--- src/common/prio_pkg.sv ---
// Constants and carrier types for the priority register block
package prio_pkg;
	// ********************
	// Register map
	// ********************
	localparam logic [3:0]  prio_ctrl_0_off = 4'h0;
	localparam logic [3:0]  prio_ctrl_1_off = 4'h1;
	localparam logic [3:0]  irq_enable_off  = 4'h2;
	localparam logic [3:0]  irq_pending_off = 4'h3;
	localparam logic [3:0]  arb_status_off  = 4'h4;
	// ********************
	// Field layout
	// ********************
	localparam int          field_w       = 3;
	localparam int          n_src         = 8;
	localparam logic [15:0] prio_impl_msk = 16'h7777;
	localparam logic [15:0] prio_reset    = 16'h4444;
	localparam logic [7:0]  enable_reset  = 8'h00;
	localparam logic [2:0]  prio_off_code = 3'h0;
	localparam logic [15:0] bad_addr_data = 16'h0000;
	// Source index: 0..3 in register 0 low to high field, 4..7 in register 1
	localparam int          src_ext_irq_a = 0;
	localparam int          src_dma_a     = 4;

	typedef struct packed {
		logic        valid;
		logic [2:0]  src;
		logic [2:0]  level;
	} arb_s;
endpackage : prio_pkg

--- src/design/prio_field.sv ---
// One 3-bit priority field with its enable and pending qualification
`timescale 1ns/1ps
module prio_field (
	input  wire logic       clock,
	input  wire logic       rst,
	input  wire logic       wr_en,
	input  wire logic [2:0] wr_val,
	input  wire logic       enable,
	input  wire logic       pending,
	output logic [2:0]      level_ff,
	output logic [2:0]      bid
);
	// Field storage, loads level 4 at reset
	always_ff @(posedge clock) begin
		if (rst) begin
			level_ff <= prio_pkg::prio_reset[2:0];
		end else if (wr_en) begin
			level_ff <= wr_val;
		end
	end

	// Bid is the level itself; 000 or a blocked request bids nothing
	assign bid = (enable && pending) ? level_ff : prio_pkg::prio_off_code;
endmodule : prio_field

--- src/design/interrupt_priority_regs.sv ---
// Priority control registers and arbitration for eight interrupt sources
`timescale 1ns/1ps
module interrupt_priority_regs (
	input  wire logic        clock,
	input  wire logic        rst,
	input  wire logic [3:0]  addr,
	input  wire logic [15:0] wdata,
	input  wire logic        wr,
	input  wire logic        rd,
	input  wire logic [7:0]  irq_pending,
	output logic [15:0]      rdata_ff,
	output logic             req_ff,
	output logic [2:0]       req_src_ff,
	output logic [2:0]       req_level_ff
);
	// ********************
	// Address decode
	// ********************
	wire wr_p0 = wr && (addr == prio_pkg::prio_ctrl_0_off);
	wire wr_p1 = wr && (addr == prio_pkg::prio_ctrl_1_off);
	wire wr_en = wr && (addr == prio_pkg::irq_enable_off);

	logic [7:0]  enable_ff;
	logic [2:0]  level [8];
	logic [2:0]  bid   [8];
	logic [15:0] p0_word;
	logic [15:0] p1_word;
	logic [15:0] nxt_rdata;
	prio_pkg::arb_s win;

	// ********************
	// Priority fields
	// ********************
	genvar g;
	generate
		for (g = 0; g < 8; g++) begin : g_fld
			prio_field u_fld (
				.clock    (clock),
				.rst      (rst),
				.wr_en    ((g < 4) ? wr_p0 : wr_p1),
				.wr_val   (wdata[(g%4)*4 +: 3]),
				.enable   (enable_ff[g]),
				.pending  (irq_pending[g]),
				.level_ff (level[g]),
				.bid      (bid[g])
			);
		end
	endgenerate

	// Gaps between fields read zero
	assign p0_word = {1'b0, level[3], 1'b0, level[2], 1'b0, level[1], 1'b0, level[0]};
	assign p1_word = {1'b0, level[7], 1'b0, level[6], 1'b0, level[5], 1'b0, level[4]};

	// Enable register
	always_ff @(posedge clock) begin
		if (rst) begin
			enable_ff <= prio_pkg::enable_reset;
		end else if (wr_en) begin
			enable_ff <= wdata[7:0];
		end
	end

	// ********************
	// Arbitration
	// ********************
	// Highest bid wins; on a tie the lower source index wins
	always_comb begin
		win = '0;
		for (int i = 0; i < 8; i++) begin
			if (bid[i] > win.level) begin
				win.valid = 1'b1;
				win.src   = 3'(i);
				win.level = bid[i];
			end
		end
	end

	always_ff @(posedge clock) begin
		if (rst) begin
			req_ff       <= 1'b0;
			req_src_ff   <= 3'h0;
			req_level_ff <= 3'h0;
		end else begin
			req_ff       <= win.valid;
			req_src_ff   <= win.src;
			req_level_ff <= win.level;
		end
	end

	// ********************
	// Read path
	// ********************
	always_comb begin
		case (addr)
			prio_pkg::prio_ctrl_0_off: nxt_rdata = p0_word;
			prio_pkg::prio_ctrl_1_off: nxt_rdata = p1_word;
			prio_pkg::irq_enable_off:  nxt_rdata = {8'h00, enable_ff};
			prio_pkg::irq_pending_off: nxt_rdata = {8'h00, irq_pending};
			prio_pkg::arb_status_off:  nxt_rdata = {9'h000, req_ff, req_src_ff, req_level_ff};
			default:                   nxt_rdata = prio_pkg::bad_addr_data;
		endcase
	end

	always_ff @(posedge clock) begin
		if (rst) begin
			rdata_ff <= 16'h0000;
		end else if (rd) begin
			rdata_ff <= nxt_rdata;
		end else begin
			rdata_ff <= 16'h0000;
		end
	end

	// ********************
	// Per-source checks
	// ********************
	// Every source is checked, not only the corner ones, so a slip in one
	// field index of the generate loop cannot hide behind the others.
	genvar c;
	generate
		for (c = 0; c < 8; c++) begin : g_chk

		end
	endgenerate
endmodule : interrupt_priority_regs

--- config.mk ---
export PLATFORM = sky130hd
export DESIGN_NAME = interrupt_priority_regs
export DESIGN_NICKNAME = d
export VERILOG_FILES = /design/src/common/prio_pkg.sv /design/src/design/prio_field.sv /design/src/design/interrupt_priority_regs.sv
export SDC_FILE = /design/constraint.sdc
export NUM_CORES = 1
export LEC_CHECK = 0
export BUFFER_PORTS_ARGS = -buffer_cell sky130_fd_sc_hd__buf_2
export CORE_MARGIN = 3
export CORE_UTILIZATION = 52
export DETAILED_ROUTE_END_ITERATION = 16
export HOLD_SLACK_MARGIN = 0.15
export PLACE_DENSITY_LB_ADDON = 0.12
export SKIP_LAST_GASP = 1
export SLEW_MARGIN = 5
export SYNTH_ARGS = -nofsm -noshare
export SYNTH_HDL_FRONTEND = slang
export SYNTH_SLANG_ARGS = --single-unit
--- constraint.sdc ---
create_clock -name clock -period 20.1 [get_ports clock]
set_input_delay 4.02 -clock clock [delete_from_list [all_inputs] [get_ports clock]]
set_output_delay 4.02 -clock clock [all_outputs]
set_load 0.01 [all_outputs]
Word level (Yosys, flattened, before mapping) --
Cells that the tools add are included.
Word-level totals: bits of input ports 32, bits in registers 55, logic and storage cells 56, output and inout bits 23
Operators by class: magnitude comparators 8, bitwise logic cells 1, muxes and demuxes 17, reductions and logical operators 13, equal/unequal tests 4
Operator list (number):
- one-hot mux 15 bit (5 select lines) | 1
- 2-to-1 mux 7 bit | 8
- 2-to-1 mux 3 bit | 8
- greater-than comparator 3 bit | 7
- logical AND 1 bit | 11
- == test 4 x 2 -> 1 bit (second input constant) | 2
- == test 4 x 1 -> 1 bit (second input constant) | 1
- == test 4 x 3 -> 1 bit (second input constant) | 1
- logical NOT 4 bit | 1
- greater-than comparator 3 x 1 -> 1 bit (second input constant) | 1
- OR reduction 2 bit | 1
- inverter 1 bit | 1

Logic depth before layout (Yosys ltp) --
Gate-level depths: netlist of the first run.
depth in word-level cells 18, mapped depth 40, depth with buffers taken out 40

Modules after synthesis --
Synthesis of the first run repeated with hierarchy kept, for this count alone.
Second synthesis, totals: cells, all modules 363, area, all modules 3201.8 µm²
Modules (own cells, without submodules):
- interrupt_priority_regs | seq. area each 580.6 µm², cells each 267, area each 2230.9 µm², instances 1
- prio_field | seq. area each 60.1 µm², cells each 12, area each 121.4 µm², instances 8

Worst setup path before layout of the first run --
OpenSTA, ideal clock, no wires.
kind input to register, start input irq_pending[0], end register req_level_ff[0], buffers on the path 0, slack 8784 ps, required time 20026 ps, arrival 11242 ps, stages 38, setup time 74 ps, cell sequence and3_1 inv_1 ha_1 nand3b_1 a32oi_2 mux2_4 inv_1 ha_1 and3_1 a21oi_4 mux2i_1 ha_1 nand3_1 a21bo_2 a21bo_2 ha_1 nand3b_1 nand2_1 [... 2 more ...] a22oi_1 inv_1 ha_1 o21a_1 nor2_1 mux2_1 ha_1 nand3b_1 a32o_1 o21ai_0 o21a_1 ha_1 nor2b_1 o21a_1 o21ai_2 nor2b_1 a311o_1 o21ai_0
Between the ends: longest elaborated chain between the ends 18
Ends and longest elaborated chain:
- start, declared | RTL line interrupt_priority_regs.sv:10 | input wire logic [7:0] irq_pending,
- logical AND 1 bit * | RTL line prio_field.sv:23 | assign bid = (enable && pending) ? level_ff : prio_pkg::prio_off_code;
- 2-to-1 mux 3 bit * | RTL line prio_field.sv:23
- greater-than comparator 3 x 1 -> 1 bit | RTL line interrupt_priority_regs.sv:70 | if (bid[i] > win.level) begin
- 2-to-1 mux 7 bit * | RTL line interrupt_priority_regs.sv:70
- greater-than comparator 3 bit | RTL line interrupt_priority_regs.sv:70
- 2-to-1 mux 7 bit * | RTL line interrupt_priority_regs.sv:70
- greater-than comparator 3 bit | RTL line interrupt_priority_regs.sv:70
- 2-to-1 mux 7 bit * | RTL line interrupt_priority_regs.sv:70
- [... 2 more ...]
- greater-than comparator 3 bit | RTL line interrupt_priority_regs.sv:70
- 2-to-1 mux 7 bit * | RTL line interrupt_priority_regs.sv:70
- greater-than comparator 3 bit | RTL line interrupt_priority_regs.sv:70
- 2-to-1 mux 7 bit * | RTL line interrupt_priority_regs.sv:70
- greater-than comparator 3 bit | RTL line interrupt_priority_regs.sv:70
- 2-to-1 mux 7 bit * | RTL line interrupt_priority_regs.sv:70
- greater-than comparator 3 bit | RTL line interrupt_priority_regs.sv:70
- 2-to-1 mux 7 bit * | RTL line interrupt_priority_regs.sv:70
- end signal, assigned | RTL line interrupt_priority_regs.sv:86 | req_level_ff <= win.level;
- end, declared | RTL line interrupt_priority_regs.sv:14 | output logic [2:0] req_level_ff
Every way passes the cells marked *; elsewhere a longest branch is shown, timed or not. A chain may end at the register's enable or synchronous reset.

Worst setup path after layout of the first run --
Same ends and word-level chain as after synthesis.

==> results of run 1 <==
==> critical path: cells and delay by family <==
kind	cells	cell delay, ns
multiplexers	3	1.04
AND/OR/NAND/NOR	14	2.37
adder cells (fa/ha/maj)	7	1.82
buffers and inverters	3	0.25
AO/OA/AOI/OAI	12	3.01
==> registers in the layout, indices dropped and copies added (netlist names) <==
signal	cells
enable_ff	8
g_fld.u_fld.level_ff	24
rdata_ff	14
req_ff	1
req_level_ff	3
req_src_ff	3
==> final cells by class <==
cell class	count	area [µm²]	area share [%]
clock buffers	6	72.6	2.12
repair buffers	53	273	7.98
inverters	8	30.0	0.878
multi-input cells	288	1850	54.2
flip-flops and latches	53	1060	31.0
well taps	72	90.1	2.64
clock inverters	2	38.8	1.13
==> power breakdown <==
group          internal, mW  switching [mW]  leakage [nW]
Clock                0.0375          0.0362        0.0554
Sequential            0.107         0.00199         0.429
Combinational       0.00845          0.0139         0.908
Total                 0.153          0.0521          1.39
==> cells in the mapped netlist, types with 5 or more instances <==
cell	instances	share of area, %
sky130_fd_sc_hd__and2_1	5	1.0
sky130_fd_sc_hd__nor2_1	15	1.9
sky130_fd_sc_hd__and3_1	16	3.3
sky130_fd_sc_hd__ha_1	21	8.7
sky130_fd_sc_hd__a22oi_1	14	3.5
sky130_fd_sc_hd__dfxtp_1	53	35
sky130_fd_sc_hd__clkbuf_1	9	1.1
sky130_fd_sc_hd__o21ai_0	6	1.0
sky130_fd_sc_hd__a21oi_1	45	7.5
sky130_fd_sc_hd__nand3b_1	16	4.0
sky130_fd_sc_hd__a222oi_1	7	2.3
sky130_fd_sc_hd__nand3_1	25	4.2
sky130_fd_sc_hd__buf_2	5	0.83
sky130_fd_sc_hd__inv_1	8	1.0
sky130_fd_sc_hd__nand2_1	70	8.7
==> per-layer routing <==
metal / share of wire (%) / vias to the layer above / track usage [%]
met5: 0 / - / 0
met3: 8.8 / 16 / 5.31
met2: 47 / 147 / 41.8
met1: 43 / 1357 / 35.4
li1: - / 1415 / -
met4: 2.0 / 0 / 9.80
==> stage by stage <==
stage                     util [%]  area (µm²)
after global routing          61.3        3420
final                         61.3        3420
after floorplan                  -        3020
after CTS                     61.3        3420
after detailed placement      59.3        3310
after global placement        59.3        3310
==> path summary, 6_finish.rpt <==
path                                           startpoint                                       to  cells after the start
setup reg to reg                enable_ff[0]$_SDFFE_PP0P_               req_level_ff[0]$_SDFF_PP0_                     38
setup / recovery                           irq_pending[0]               req_level_ff[0]$_SDFF_PP0_                     39
hold / removal    g_fld[3].u_fld.level_ff[0]$_SDFFE_PP0P_  g_fld[3].u_fld.level_ff[0]$_SDFFE_PP0P_                      2
hold reg to reg   g_fld[3].u_fld.level_ff[0]$_SDFFE_PP0P_  g_fld[3].u_fld.level_ff[0]$_SDFFE_PP0P_                      2
==> cells by family (layout without fill, tap and decap cells) <==
| group | after synthesis | count (layout) | synth area share, % |
|---|---|---|---|
| and+or+nand+nor | 166 | 166 | 29.0 |
| AOI/OAI and AO/OA | 92 | 92 | 20.9 |
| DFF | 53 | 53 | 35.2 |
| buffers and inverters | 24 | 69 | 3.45 |
| adders and majority gates | 21 | 21 | 8.72 |
| muxes | 7 | 7 | 2.66 |
| other | 1 | 2 | 0.124 |
==> results.toml, run 1 <==
[sta]
finalSetupViolations = 0
tightestPinTransition_ns = 0.941
hold_viol_final = 0
grt_setup_unrepaired = "false"
setup_total_negative_slack_ns = 0
max-slew-margin-rel_pct = 37.0
final.setup.worst_slack_ns = 7.82
achievable_clock_frequency_ghz = 0.0814
finalCriticalPeriod_ns = 12.28
post-route-period-util_pct = 61.1
skew_ns = 0.00734
maxSlewViolCount = 0
hold-worst-slack_ns = 0.493

[floorplanning]
io_pins = 55
fp.dieW_um = 82.1
core.rowCount = 27
die-height_um = 82.1
floorplan.initialDensity_pct = 54.1
coreArea_mm2 = 0.00557
design.die.area_mm2 = 0.00675

[run]
cap_violations = 0

[clock_tree]
clkLatencyLatePin_ns = 0.31
ctsLongestPathBuffers = 2
cts_made_buffers = 5
clock_sink_count = 53
post_cts.resized_instances = 0
htree_num_levels = 2
cts_hold_buffers = 0
path_clk_slew_ns = 0.09
post_cts_setup_bufs = 0
tritoncts = "done"
root_buffer_master = "sky130_fd_sc_hd__clkbuf_8"

[finish]
fin_cells = 482
fill_cells = 514
layout_commonest_cell = "sky130_fd_sc_hd__nand2_1"
n_antenna_cell = 0
layout-drive-gt1-share_pct = 18.3
layout.nets = 462
layout_common_cells = "sky130_fd_sc_hd__nand2_1 (70), sky130_fd_sc_hd__dfxtp_1 (53), sky130_fd_sc_hd__buf_2 (50)"
area_growth_syn_to_layout_pct = 13.4

[logic_synthesis]
postSynthAreaPerCell_um2 = 8.28
yosys.cell_types.count = 48
ys_ff_latch = 53
synth_ff_type = "sky130_fd_sc_hd__dfxtp_1"
syn_warnings = 0
syn-cell-area_mm2 = 0.00301
synth_seq_area_share_pct = 35.2
async_flop_share_pct = 0
post_synth_inst_count = 364
synth-edff-count = 0

[drt]
post_drt_via_cell_ratio = 6.09
wirelength_um = 8510
drt_pass1_iterations = 5
routed_wirelength_normalized_by_instance_count_um = 17.7
vias = 2935
postRouteAntennaNets = 0
drc = 0
drt-initial-drc-count = 370

[grt]
grt_antenna_before_repair = 0
grt_max_degree = 43
grt-ovfl-total = 0
first_pass_grt_wire_length_um = 13300
grtUsageTotal_pct = 26.4
vias_in_the_first_global_route = 2730

[power]
power_mw = 0.205
power.density_cell_area_mw_per_mm2 = 60.0
ir_worst_vdd_mv = 0.0397
leakagePower_nw = 1.39

[setup_path]
slowest_stage = "sky130_fd_sc_hd__mux2i_1"
endpoint_kind = "register"
critPathMaxFanout = 10
worstSetupPathType = "primary input to register"
timing.critical_path.from_type = "primary input"
crit_path_max_incr_delay_ns = 0.39
crit_required_ns = 20.34
most_common_cell_type_on_the_critical_path = "sky130_fd_sc_hd__ha_1"
setup.reg_to_reg.worst_slack_ns = 11.20
timing.critical_path.arrival_ns = 12.52

[outcome]
run_status = "completed"

[place]
placed_cells = 474
io_buffer_count = 50
post-place-ws_ns = 7.58
dp.final_hpwl_um = 6260
final_weighted_congestion_in_routability_driven_placement = 0.841

[worst_hold_path]
hp-class = "register to register"
Power figures use the tool's default switching activity.
==> inputs of run 2 (changes only) <==
Clock period 20.1 ns to 12.36 ns, I/O delays scaled along.
==> run 2 against run 1 <==
  * Clock-buffer cell count unchanged
  * Die area unchanged
  * Cell count unchanged
  * Power increased by 52%
  * Utilization decreased by 0.43 points
  * Largest power group unchanged
  * Register-to-register slack got worse by 7.8 ns
  * Critical path depth unchanged
  * Final area decreased by 0.70%
  * Worst hold slack got worse by 0.0071 ns
  * Global-route usage decreased by 0.25 points
  * Setup slack got worse by 6.2 ns
==> results.toml, run 2 (synthesized netlist as in run 1, its figures left out) <==
[place]
dp.final_hpwl_um = 6240
placed_cells = 474
io_buffer_count = 50
final_weighted_congestion_in_routability_driven_placement = 0.842

[clock_tree]
cts_hold_buffers = 0
clkLatencyLatePin_ns = 0.31
tritoncts = "done"
cts_made_buffers = 5
htree_num_levels = 2
post_cts_setup_bufs = 0
ctsLongestPathBuffers = 2
post_cts.resized_instances = 0
path_clk_slew_ns = 0.10
root_buffer_master = "sky130_fd_sc_hd__clkbuf_8"
clock_sink_count = 53

[setup_path]
slowest_stage = "sky130_fd_sc_hd__mux2i_1"
crit_path_max_incr_delay_ns = 0.40
timing.critical_path.arrival_ns = 11.03
crit_required_ns = 12.59
endpoint_kind = "register"
worstSetupPathType = "primary input to register"
timing.critical_path.from_type = "primary input"
rr_worst_depth = 38
critPathMaxFanout = 10
most_common_cell_type_on_the_critical_path = "sky130_fd_sc_hd__ha_1"

[grt]
grt_max_degree = 43
first_pass_grt_wire_length_um = 13200
grtUsageTotal_pct = 26.1
grt_antenna_before_repair = 0
grt-ovfl-total = 0
vias_in_the_first_global_route = 2643

[power]
power_switching_share_pct = 26.9
sequentialPowerShare_pct = 56.9
p_sw_mw = 0.0837
ir_worst_vdd_mv = 0.0540
share_of_power_burned_in_the_clock_network_pct = 31.4
power.density_cell_area_mw_per_mm2 = 91.8
share_comb_of_total_power_pct = 11.8
leakagePower_nw = 1.37
internal_power_mw = 0.228

[sta]
tightestPinTransition_ns = 0.921
finalSetupViolations = 0
skew_ns = 0.00871
post-route-period-util_pct = 87.3
finalCriticalPeriod_ns = 10.79
max-slew-margin-rel_pct = 38.3
setup_total_negative_slack_ns = 0
hold-worst-slack_ns = 0.486
achievable_clock_frequency_ghz = 0.0927
maxSlewViolCount = 0
grt_setup_unrepaired = "false"
hold_viol_final = 0

[drt]
drt_pass1_iterations = 6
wirelength_um = 8550
vias = 2910
drc = 0
drt-initial-drc-count = 351
post_drt_via_cell_ratio = 6.04
routed_wirelength_normalized_by_instance_count_um = 17.7
postRouteAntennaNets = 0

[finish]
fin_cells = 482
layout-drive-gt1-share_pct = 18.3
layout.nets = 462
area_growth_syn_to_layout_pct = 12.6
largestRegisters = "g_fld.u_fld.level_ff x24, rdata_ff x14, enable_ff x8"
registers.top_by_ff_count = "g_fld.u_fld.level_ff"
layout_common_cells = "sky130_fd_sc_hd__nand2_1 (70), sky130_fd_sc_hd__dfxtp_1 (53), sky130_fd_sc_hd__buf_2 (50)"
n_antenna_cell = 0
largest_register_ffs = 24
layout_commonest_cell = "sky130_fd_sc_hd__nand2_1"

[floorplanning]
floorplan.initialDensity_pct = 54.1
fp.dieW_um = 82.1
die-height_um = 82.1
core.rowCount = 27
design.die.area_mm2 = 0.00675
io_pins = 55
coreArea_mm2 = 0.00557

[outcome]
run_status = "completed"

[run]
cap_violations = 0

[worst_hold_path]
hold_depth = 2
hp-class = "register to register"
## run 2: area by class of cell
| type | instances | area [µm²] |
|---|---|---|
| multi-input cells | 288 | 1850 |
| clock inverters | 2 | 15.0 |
| flip-flops and latches | 53 | 1060 |
| repair buffers | 53 | 273 |
| well taps | 72 | 90.1 |
| fillers | 527 | 2180 |
| inverters | 8 | 30.0 |
| clock buffers | 6 | 72.6 |
## run 2: worst paths after layout
path | startpoint | endpoint | slack [ns]
max reg2reg | enable_ff[0]$_SDFFE_PP0P_ | req_level_ff[0]$_SDFF_PP0_ | 3.42
min reg2reg | g_fld[0].u_fld.level_ff[1]$_SDFFE_PP0P_ | g_fld[0].u_fld.level_ff[1]$_SDFFE_PP0P_ | 0.49
max | irq_pending[0] | req_level_ff[0]$_SDFF_PP0_ | 1.57
min | g_fld[0].u_fld.level_ff[1]$_SDFFE_PP0P_ | g_fld[0].u_fld.level_ff[1]$_SDFFE_PP0P_ | 0.49
## run 2: metal layers
metal	track usage, %	routed length [µm]
met2	41.9	3970
met4	7.97	104
met5	0	0
met1	35.5	3730
met3	4.99	746
## run 2: power groups by stage
stage               clock [mW]  sequential, mW  combinational [mW]
finish                  0.0978           0.177              0.0367
global route             0.105           0.178              0.0401
CTS                     0.0986           0.177              0.0362
detailed placement           0           0.181              0.0360
global placement             0           0.181              0.0352
floorplan                    0           0.181              0.0204
## run 2: worst max-delay path: cells and delay by family
family | cells | cell delay, ns
compound gates | 12 | 3.01
fa+ha+maj | 7 | 1.85
buf+inv | 3 | 0.26
mux | 3 | 1.07
simple gates | 14 | 2.36
## run 2: through the flow
step	setup slack, ns	power, mW	util [%]	instance area [µm²]
after CTS	1.66	0.312	60.9	3390
after global placement	1.64	0.216	59.3	3310
after detailed placement	1.38	0.217	59.3	3310
after floorplan	2.59	0.201	-	3020
after global routing	0.917	0.322	60.9	3390
final	1.57	0.312	60.9	3390
